### src/logic/ueri_pkg.sv
package ueri_pkg;
    // Register addresses on the three address lines
    localparam logic [2:0] ADR_DATA = 3'h0;
    localparam logic [2:0] ADR_IER  = 3'h1;
    localparam logic [2:0] ADR_ISR  = 3'h2;
    localparam logic [2:0] ADR_LCR  = 3'h3;
    localparam logic [2:0] ADR_LSR  = 3'h5;
    localparam logic [2:0] ADR_MSR  = 3'h6;
    localparam logic [2:0] ADR_SCR  = 3'h7;
    // Key value of line_control that opens the enhanced bank
    localparam logic [7:0] LCR_ENH_KEY = 8'hbf;
    // Field positions
    localparam int LCR_DLAB  = 7;
    localparam int EFR_ENH   = 4;
    localparam int ENHANCED_MODE_SELECT_IMM  = 6;
    localparam int FEATURE_CONTROL_SEL  = 6;
    localparam int FCR_EN    = 0;
    localparam int FCR_RXRST = 1;
    localparam int FCR_TXRST = 2;
    localparam int IER_RX    = 0;
    localparam int IER_TX    = 1;
    localparam int IER_LS    = 2;
    localparam int IER_MS    = 3;
    // Values after reset
    localparam logic [7:0] REG8_RST = 8'h00;
    localparam logic [3:0] DLD_RST  = 4'h0;
    // interrupt_status source codes, bits 5:0
    localparam logic [5:0] ISR_LSR  = 6'h06;
    localparam logic [5:0] ISR_RXD  = 6'h04;
    localparam logic [5:0] ISR_TXR  = 6'h02;
    localparam logic [5:0] ISR_MSR  = 6'h00;
    localparam logic [5:0] ISR_NONE = 6'h01;
endpackage

### src/logic/ueri_regs.sv
`timescale 1ns/100ps
// Contract
// - Divisor bytes at 000/001 when divisor enable set
// - Interrupt mask gates four sources into status
// - FIFO mode: receive interrupt at trigger level
// - Status and interrupt drop below trigger together
// - Data ready set on load, clear empty
// - All masks clear with FIFOs gives polled mode
// - Line status bit 1 flags receive overrun
// - Bits 2-4 report head character errors
// - Bit 5 holding empty, bit 6 all empty
// - Bit 7 set while any FIFO error
// - Mask bit 0 enables receive ready interrupt
// - Mask bit 1 enables transmit ready interrupt
// - Enabling transmit while empty interrupts at once
// - Mask bit 2 enables line status interrupt
// - Overrun raises line status interrupt immediately
// - Other errors on readout unless immediate bit
// - Mask bit 3 enables modem status interrupt
// - Status read returns highest priority pending source
// - Line status read clears its interrupt
// - Status read reporting transmit or holding write clears transmit
// - Modem status read clears modem interrupt
module ueri_regs #(
    parameter logic [7:0] P_REV_ID = 8'h01,  // Arbitrary revision value
    parameter logic [7:0] P_DEV_ID = 8'h5c,  // Arbitrary identifier value
    parameter int         P_LVL_W  = 7       // FIFO level width
) (
    // Clock and reset
    input  wire logic               i_mclk,
    input  wire logic               i_rstn,
    // Host parallel bus
    input  wire logic               i_cs_n,
    input  wire logic               i_rd_n,
    input  wire logic               i_wr_n,
    input  wire logic [2:0]         i_addr,
    input  wire logic [7:0]         i_wdata,
    output logic      [7:0]         o_rdata,
    output logic                    o_rdata_oe_n,
    // Receive side status
    input  wire logic [P_LVL_W-1:0] i_rx_level,
    input  wire logic [P_LVL_W-1:0] i_rx_trig,
    input  wire logic [7:0]         i_rhr_data,
    input  wire logic               i_overrun,
    input  wire logic               i_err_recv,
    input  wire logic [2:0]         i_head_err,
    input  wire logic               i_fifo_err_any,
    // Transmit side status
    input  wire logic [P_LVL_W-1:0] i_tx_level,
    input  wire logic               i_tx_below_trig,
    input  wire logic               i_thr_empty,
    input  wire logic               i_tx_all_empty,
    // Modem status
    input  wire logic [7:0]         i_msr,
    // Strobes to the channel
    output logic                    o_rhr_rd,
    output logic                    o_msr_rd,
    output logic                    o_thr_wr,
    output logic      [7:0]         o_thr_data,
    output logic                    o_rx_fifo_rst,
    output logic                    o_tx_fifo_rst,
    // Configuration to the channel
    output logic      [7:0]         o_line_control,
    output logic      [7:0]         o_fifo_control,
    output logic      [15:0]        o_divisor,
    output logic      [3:0]         o_divisor_fraction,
    output logic      [7:0]         o_fifo_trigger_level,
    output logic      [7:0]         o_feature_control,
    output logic      [7:0]         o_enhanced_function,
    output logic      [7:0]         o_enhanced_mode_select,
    output logic      [31:0]        o_flow_chars,
    // Interrupt request, active high
    output logic                    o_int
);

    // Address match, shared by read and write decode
    function automatic logic is_adr(input logic [2:0] a, input logic [2:0] k);
        is_adr = (a == k);
    endfunction

    // Two-stage synchroniser on the strobes, {wr_n, rd_n, cs_n}
    logic [2:0] pin_s1_q;
    logic [2:0] pin_s2_q;
    logic       rd_act_q;  // Previous read strobe level
    logic       wr_act_q;  // Previous write strobe level

    // Strobe levels and leading-edge events
    wire rd_act = ~pin_s2_q[0] & ~pin_s2_q[1];
    wire wr_act = ~pin_s2_q[0] & ~pin_s2_q[2];
    wire rd_ev  = rd_act & ~rd_act_q;
    wire wr_ev  = wr_act & ~wr_act_q;

    always_ff @(posedge i_mclk or negedge i_rstn) begin
        if (!i_rstn) begin
            pin_s1_q <= 3'h7;
            pin_s2_q <= 3'h7;
            rd_act_q <= 1'b0;
            wr_act_q <= 1'b0;
        end else begin
            pin_s1_q <= {i_wr_n, i_rd_n, i_cs_n};
            pin_s2_q <= pin_s1_q;
            rd_act_q <= rd_act;
            wr_act_q <= wr_act;
        end
    end

    // Configuration registers
    logic [7:0] lcr_q;
    logic [7:0] ier_q;
    logic [7:0] fcr_q;
    logic [7:0] dll_q;
    logic [7:0] dlm_q;
    logic [3:0] dld_q;
    logic [7:0] trg_q;
    logic [7:0] feature_control_q;
    logic [7:0] efr_q;
    logic [7:0] enhanced_mode_select_q;
    logic [7:0] spr_q;
    logic [7:0] flow_q [4];  // Resume one/two, pause one/two

    // Bank selection from line_control
    wire enh_bank = (lcr_q == ueri_pkg::LCR_ENH_KEY);
    wire dlab     = lcr_q[ueri_pkg::LCR_DLAB] & ~enh_bank;
    wire std_bank = ~lcr_q[ueri_pkg::LCR_DLAB];
    wire enh_ena  = efr_q[ueri_pkg::EFR_ENH];
    wire id_sel   = (dll_q == 8'h00) & (dlm_q == 8'h00);
    wire isr_vis  = ~enh_bank & ~(lcr_q[ueri_pkg::LCR_DLAB] & enh_ena);
    wire flow_adr = i_addr[2];

    // Write decode
    wire w_lcr  = wr_ev & is_adr(i_addr, ueri_pkg::ADR_LCR);
    wire w_dll  = wr_ev & dlab & is_adr(i_addr, ueri_pkg::ADR_DATA);
    wire w_dlm  = wr_ev & dlab & is_adr(i_addr, ueri_pkg::ADR_IER);
    wire w_dld  = wr_ev & dlab & enh_ena & is_adr(i_addr, ueri_pkg::ADR_ISR);
    wire w_thr  = wr_ev & std_bank & is_adr(i_addr, ueri_pkg::ADR_DATA);
    wire w_ier  = wr_ev & std_bank & is_adr(i_addr, ueri_pkg::ADR_IER);
    wire w_fcr  = wr_ev & std_bank & is_adr(i_addr, ueri_pkg::ADR_ISR);
    wire w_scr  = wr_ev & ~enh_bank & is_adr(i_addr, ueri_pkg::ADR_SCR);
    wire w_trg  = wr_ev & enh_bank & is_adr(i_addr, ueri_pkg::ADR_DATA);
    wire w_feature_control = wr_ev & enh_bank & is_adr(i_addr, ueri_pkg::ADR_IER);
    wire w_efr  = wr_ev & enh_bank & is_adr(i_addr, ueri_pkg::ADR_ISR);
    wire w_flow = wr_ev & enh_bank & flow_adr;

    // Read decode of side-effect registers
    wire r_rhr = rd_ev & std_bank & is_adr(i_addr, ueri_pkg::ADR_DATA);
    wire r_isr = rd_ev & isr_vis & is_adr(i_addr, ueri_pkg::ADR_ISR);
    wire r_lsr = rd_ev & ~enh_bank & is_adr(i_addr, ueri_pkg::ADR_LSR);
    wire r_msr = rd_ev & ~enh_bank & is_adr(i_addr, ueri_pkg::ADR_MSR);

    // Upper mask bits only move when the enhanced set is unlocked
    wire [7:0] ier_d = enh_ena ? i_wdata : {ier_q[7:4], i_wdata[3:0]};
    // Other control bits are ignored unless FIFO enable is written as one
    wire [1:0] fcr_tx_trig = enh_ena ? i_wdata[5:4] : fcr_q[5:4];
    wire [7:0] fcr_d = i_wdata[ueri_pkg::FCR_EN] ? {i_wdata[7:6], fcr_tx_trig, i_wdata[3], 3'h1}
                                                 : {fcr_q[7:1], 1'b0};

    // Standard bank registers
    always_ff @(posedge i_mclk or negedge i_rstn) begin
        if (!i_rstn) begin
            lcr_q <= ueri_pkg::REG8_RST;
            ier_q <= ueri_pkg::REG8_RST;
            fcr_q <= ueri_pkg::REG8_RST;
            spr_q <= ueri_pkg::REG8_RST;
        end else begin
            if (w_lcr) begin
                lcr_q <= i_wdata;
            end
            if (w_ier) begin
                ier_q <= ier_d;
            end
            if (w_fcr) begin
                fcr_q <= fcr_d;
            end
            if (w_scr & ~feature_control_q[ueri_pkg::FEATURE_CONTROL_SEL]) begin
                spr_q <= i_wdata;
            end
        end
    end

    // Divisor registers
    always_ff @(posedge i_mclk or negedge i_rstn) begin
        if (!i_rstn) begin
            dll_q <= ueri_pkg::REG8_RST;
            dlm_q <= ueri_pkg::REG8_RST;
            dld_q <= ueri_pkg::DLD_RST;
        end else begin
            if (w_dll) begin
                dll_q <= i_wdata;
            end
            if (w_dlm) begin
                dlm_q <= i_wdata;
            end
            if (w_dld) begin
                dld_q <= i_wdata[3:0];
            end
        end
    end

    // Enhanced bank registers
    always_ff @(posedge i_mclk or negedge i_rstn) begin
        if (!i_rstn) begin
            trg_q  <= ueri_pkg::REG8_RST;
            feature_control_q <= ueri_pkg::REG8_RST;
            efr_q  <= ueri_pkg::REG8_RST;
            enhanced_mode_select_q <= ueri_pkg::REG8_RST;
        end else begin
            if (w_trg) begin
                trg_q <= i_wdata;
            end
            if (w_feature_control) begin
                feature_control_q <= i_wdata;
            end
            if (w_efr) begin
                efr_q <= i_wdata;
            end
            // Mode select shares the scratch address when selected
            if (w_scr & feature_control_q[ueri_pkg::FEATURE_CONTROL_SEL]) begin
                enhanced_mode_select_q <= i_wdata;
            end
        end
    end

    // Flow-control characters, indexed by the low address bits
    genvar gi;
    generate
        for (gi = 0; gi < 4; gi++) begin : g_flow
            always_ff @(posedge i_mclk or negedge i_rstn) begin
                if (!i_rstn) begin
                    flow_q[gi] <= ueri_pkg::REG8_RST;
                end else if (w_flow & (i_addr[1:0] == 2'(gi))) begin
                    flow_q[gi] <= i_wdata;
                end
            end
        end
    endgenerate

    // Receive conditions
    wire fifo_en  = fcr_q[ueri_pkg::FCR_EN];
    wire rx_has   = (i_rx_level != '0);
    wire rx_trig  = (i_rx_level >= i_rx_trig);
    wire rx_src   = ier_q[ueri_pkg::IER_RX] & (fifo_en ? rx_trig : rx_has);

    // Transmit ready condition depends on FIFO mode
    wire tx_ready = fifo_en ? i_tx_below_trig : i_thr_empty;
    logic tx_rdy_q;    // Previous transmit ready level
    logic tx_pend_q;   // Transmit ready interrupt pending
    logic ovr_q;       // Sticky overrun flag
    logic lsr_pend_q;  // Line status interrupt pending

    // Mask bit 1 rising while already empty fires at once
    wire tx_en_rise = w_ier & ier_d[ueri_pkg::IER_TX] & ~ier_q[ueri_pkg::IER_TX] & tx_ready;
    wire tx_set     = (tx_ready & ~tx_rdy_q & ier_q[ueri_pkg::IER_TX]) | tx_en_rise;

    // Line status events: overrun at once, others as selected
    wire err_imm = enhanced_mode_select_q[ueri_pkg::ENHANCED_MODE_SELECT_IMM];
    wire err_ev  = err_imm ? i_err_recv : (r_rhr & (i_head_err != 3'h0));
    wire lsr_set = i_overrun | err_ev;

    // Enabled sources
    wire lsr_src = ier_q[ueri_pkg::IER_LS] & lsr_pend_q;
    wire tx_src  = ier_q[ueri_pkg::IER_TX] & tx_pend_q;
    wire msr_src = ier_q[ueri_pkg::IER_MS] & (i_msr[3:0] != 4'h0);

    // Priority encode of the pending source
    wire [5:0] isr_code = lsr_src ? ueri_pkg::ISR_LSR :
                          rx_src  ? ueri_pkg::ISR_RXD :
                          tx_src  ? ueri_pkg::ISR_TXR :
                          msr_src ? ueri_pkg::ISR_MSR : ueri_pkg::ISR_NONE;
    wire [7:0] isr_val  = {fifo_en, fifo_en, isr_code};
    wire       isr_tx   = (isr_code == ueri_pkg::ISR_TXR);

    // Transmit cleared by status read reporting it or holding write
    wire tx_clr = w_thr | (r_isr & isr_tx);

    // Pending flags, set wins over clear in the same cycle
    always_ff @(posedge i_mclk or negedge i_rstn) begin
        if (!i_rstn) begin
            tx_rdy_q   <= 1'b0;
            tx_pend_q  <= 1'b0;
            ovr_q      <= 1'b0;
            lsr_pend_q <= 1'b0;
        end else begin
            tx_rdy_q   <= tx_ready;
            tx_pend_q  <= tx_set | (tx_pend_q & ~tx_clr);
            ovr_q      <= i_overrun | (ovr_q & ~r_lsr);
            lsr_pend_q <= lsr_set | (lsr_pend_q & ~r_lsr);
        end
    end

    // Line status word; polled mode reads it with all masks clear
    wire [7:0] lsr_val = {i_fifo_err_any,
                          i_tx_all_empty,
                          i_thr_empty,
                          i_head_err,
                          ovr_q,
                          rx_has};

    // Level count select, receive or transmit
    wire [7:0] lvl_rx  = 8'(i_rx_level);
    wire [7:0] lvl_tx  = 8'(i_tx_level);
    wire [7:0] lvl_val = enhanced_mode_select_q[0] ? lvl_tx : lvl_rx;

    // Read data selection per bank and address
    logic [7:0] rd_mux;
    always_comb begin
        rd_mux = 8'h00;
        if (enh_bank) begin
            case (i_addr)
                3'h0:    rd_mux = lvl_val;
                3'h1:    rd_mux = feature_control_q;
                3'h2:    rd_mux = efr_q;
                3'h3:    rd_mux = lcr_q;
                default: rd_mux = flow_adr ? flow_q[i_addr[1:0]] : 8'h00;
            endcase
        end else begin
            case (i_addr)
                3'h0:    rd_mux = dlab ? (id_sel ? P_REV_ID : dll_q) : i_rhr_data;
                3'h1:    rd_mux = dlab ? (id_sel ? P_DEV_ID : dlm_q) : ier_q;
                3'h2:    rd_mux = isr_vis ? isr_val : {4'h0, dld_q};
                3'h3:    rd_mux = lcr_q;
                3'h5:    rd_mux = lsr_val;
                3'h6:    rd_mux = i_msr;
                3'h7:    rd_mux = feature_control_q[ueri_pkg::FEATURE_CONTROL_SEL] ? lvl_rx : spr_q;
                default: rd_mux = 8'h00;
            endcase
        end
    end

    // Bus outputs and channel strobes, all registered
    always_ff @(posedge i_mclk or negedge i_rstn) begin
        if (!i_rstn) begin
            o_rdata       <= 8'h00;
            o_rdata_oe_n  <= 1'b1;
            o_rhr_rd      <= 1'b0;
            o_msr_rd      <= 1'b0;
            o_thr_wr      <= 1'b0;
            o_thr_data    <= 8'h00;
            o_rx_fifo_rst <= 1'b0;
            o_tx_fifo_rst <= 1'b0;
        end else begin
            if (rd_ev) begin
                o_rdata <= rd_mux;
            end
            o_rdata_oe_n  <= ~rd_act;
            o_rhr_rd      <= r_rhr;
            o_msr_rd      <= r_msr;
            o_thr_wr      <= w_thr;
            if (w_thr) begin
                o_thr_data <= i_wdata;
            end
            o_rx_fifo_rst <= w_fcr & i_wdata[ueri_pkg::FCR_EN] & i_wdata[ueri_pkg::FCR_RXRST];
            o_tx_fifo_rst <= w_fcr & i_wdata[ueri_pkg::FCR_EN] & i_wdata[ueri_pkg::FCR_TXRST];
        end
    end

    // Configuration views
    assign o_line_control         = lcr_q;
    assign o_fifo_control         = fcr_q;
    assign o_divisor              = {dlm_q, dll_q};
    assign o_divisor_fraction     = dld_q;
    assign o_fifo_trigger_level   = trg_q;
    assign o_feature_control      = feature_control_q;
    assign o_enhanced_function    = efr_q;
    assign o_enhanced_mode_select = enhanced_mode_select_q;
    assign o_flow_chars           = {flow_q[3], flow_q[2], flow_q[1], flow_q[0]};
    // Interrupt line follows any enabled source
    assign o_int = lsr_src | rx_src | tx_src | msr_src;
endmodule

### config.mk
export PLATFORM = sky130hd
export DESIGN_NAME = ueri_regs
export DESIGN_NICKNAME = d
export VERILOG_FILES = /design/src/logic/ueri_pkg.sv /design/src/logic/ueri_regs.sv
export SDC_FILE = /design/constraint.sdc
export NUM_CORES = 1
export LEC_CHECK = 0
export BUFFER_PORTS_ARGS = -buffer_cell sky130_fd_sc_hd__buf_2
export CAP_MARGIN = 25
export CORE_ASPECT_RATIO = 1.5
export CORE_UTILIZATION = 50
export CTS_BUF_LIST = sky130_fd_sc_hd__clkbuf_16
export DETAILED_ROUTE_END_ITERATION = 6
export GPL_ROUTABILITY_DRIVEN = 0
export MAX_ROUTING_LAYER = met4
export PLACE_DENSITY = 0.76
export SLEW_MARGIN = 30
export SYNTH_ARGS = -nofsm -noshare
export SYNTH_HDL_FRONTEND = slang
export SYNTH_SLANG_ARGS = --single-unit
### constraint.sdc
create_clock -name i_mclk -period 3.36 [get_ports i_mclk]
set_input_delay 0.336 -clock i_mclk [delete_from_list [all_inputs] [get_ports i_mclk]]
set_output_delay 0.336 -clock i_mclk [all_outputs]
set_load 0.02 [all_outputs]
==> flow_summary.toml <==
[run_status]
status = "completed"

[setup_path]
crit_path_start_kind = "flop"
crit_fanout = 9
critPathArrivalTime_ns = 2.22
rrSetupSlack_ns = 0.93
crit_required_ns = 3.02
crit_type = "flop to primary output"
critPathCaptureType = "primary output"

[sta]
period_share = 0.761
fmax_mhz = 391
slew-limit-headroom = 0.428
setup_viol = 0
hold_ws_ns = 0.137
finalHoldViolations = 0
layout_setup_ws_ns = 0.804
skew_ns = 0.00774
rsz0062_at_grt = "false"
period_needed_ns = 2.56
report.final.slew_viol_count = 0
finalSetupTns_ns = 0
tightestPinTransition_ns = 0.856

[yosys]
synth_ff_type = "dfrtp_1"
mappedNetlistArea_um2 = 7350
yosysTopAreaCellShare = 0.480
synthMostInstantiatedCell = "dfrtp_1"
synth_area_leaders = "dfrtp_1, mux2_2, mux4_2"
synth_edf_count = 0
synth_area_leader_cell = "dfrtp_1"
ys_seq_elements = 148
synth_common_cells = "dfrtp_1, mux2_2, nand2_1"
syn_inst = 582
synth.distinct_cells = 61
async_flop_share = 1.00
synth.avg_cell_area_um2 = 12.6
yosys_warnings = 0
ys_seq_area_frac = 0.505

[die]
pin_count = 185
start_util = 0.518
dieArea_um2 = 15200
num_rows = 53
die_x_um = 101
dieHeight_um = 151
coreArea_um2 = 14200

[clock_network]
cts_setup_buffers = 0
cts_tree = "built"
cts_root_buf = "clkbuf_16"
clk_latency_ns = 0.42
clock-sinks = 148
clk_path_buf_depth = 2
numCtsBuffers = 17
cts.clk_slew.worst_paths_ns = 0.06
cts_resized = 0
htree_levels = 4
cts_hold_buf = 4

[finish]
drive_above_1_share = 0.499
insertedDiodeCount = 0
nets = 829
area_growth_pct = 22.9
largest_register_ffs = 32

[routing]
wl_per_cell_um = 23.3
firstDrtPassIters = 6
drtAntennaViolNets = 0
drt-initial-drc-count = 596
vias = 5929
vias_per_cell = 6.14
drc = 0
routed_wl_mm = 22.5

[global_route]
grt_overflow = 0
grt_pass1_vias = 6207
grt_start_max_net_pins = 87
grtUsageTotal = 0.318
grt_first_pass_wirelength_mm = 34.4
antenna_found_initial = 0

[flow_run]
drv_cap = 0

[power]
p_leak_uw = 0.00449
p_per_area_nw_per_um2 = 561
vdd_drop_max_v = 0.000351

[placement]
pre_cts_slack_ns = 0.646
hpwl_mm = 16.3
port_buffers = 182

[worst_hold_path]
holdCritPathClass = "input port to flop"
## per-stage QoR
step                power, µW  instances  area, µm²  utilization
floorplan                2720        583       7350            -
global placement         3090        929       8380        0.591
detailed placement       3130        929       8380        0.591
CTS                      5070        965       9030        0.636
global route             5240        965       9030        0.637
finish                   5060        965       9030        0.637
## report_power, final
group / switching [µW] / total [µW] / internal (µW)
Sequential: 216 / 2180 / 1960
Combinational: 563 / 937 / 374
Clock: 772 / 1950 / 1170
## critical path, stage by stage (launching register included)
cell       delay (ns)
dfrtp_1          0.59
nor2b_1          0.22
o211ai_1         0.11
o2111ai_1        0.51
nand4_1          0.17
buf_2            0.21
## layout make-up
type | count | area [µm²]
repair buffers | 191 | 1010
inverters | 14 | 52.6
multi-input cells | 388 | 3420
well taps | 192 | 240
clock buffers | 17 | 425
fillers | 1147 | 5160
flip-flops and latches | 148 | 3710
clock inverters | 15 | 179
## routing by layer
layer / global-route usage / vias up / wire length [µm]
li1: - / 2531 / -
met1: 0.376 / 2968 / 8180
met2: 0.503 / 340 / 11400
met3: 0.0687 / 90 / 1690
met4: 0.182 / 0 / 1190
met5: - / - / 0
## cell usage in the layout, fill, tap and decap left out, drive strengths merged, types with 4 or more instances in the layout
master and instances:
a21oi 14, a221o 4, a31oi 9, and3 6
buf 187, clkbuf 17, dfrtp 141, dfstp 7
dlygate4sd3 4, ha 7, inv 20, mux2 126
mux2i 18, mux4 14, nand2 45, nand3 17
nand3b 4, nor2 19, nor2b 4, nor3 14
nor4 9, o211ai 8, o21ai 15, o221ai 7
or3 5
## path summary, 6_finish.rpt
kind / startpoint / to / cells after the start
max: o_fifo_control[0]$_DFFE_PN0P_ / o_int / 5
min: i_err_recv / lsr_pend_q$_DFF_PN0_ / 3
max reg2reg: o_line_control[7]$_DFFE_PN0P_ / o_divisor_fraction[3]$_DFFE_PN0P_ / 3
min reg2reg: pin_s1_q[2]$_DFF_PN1_ / pin_s2_q[2]$_DFF_PN1_ / 0
max in group asynchronous: i_rstn / pin_s1_q[2]$_DFF_PN1_ / 3
min in group asynchronous: i_rstn / o_enhanced_mode_select[4]$_DFFE_PN0P_ / 2
## kinds of logic (layout without fill, tap and decap cells)
kind of cell,Yosys count,after routing,share of synthesized area
buffers and inverters,47,237,0.0313
other,1,2,0.000510
multiplexers,158,158,0.261
AO/OA/AOI/OAI,78,78,0.0751
AND/OR/NAND/NOR,143,143,0.115
adder cells (fa/ha/maj),7,7,0.0119
flip-flops,148,148,0.505
Power figures use the tool's default switching activity.
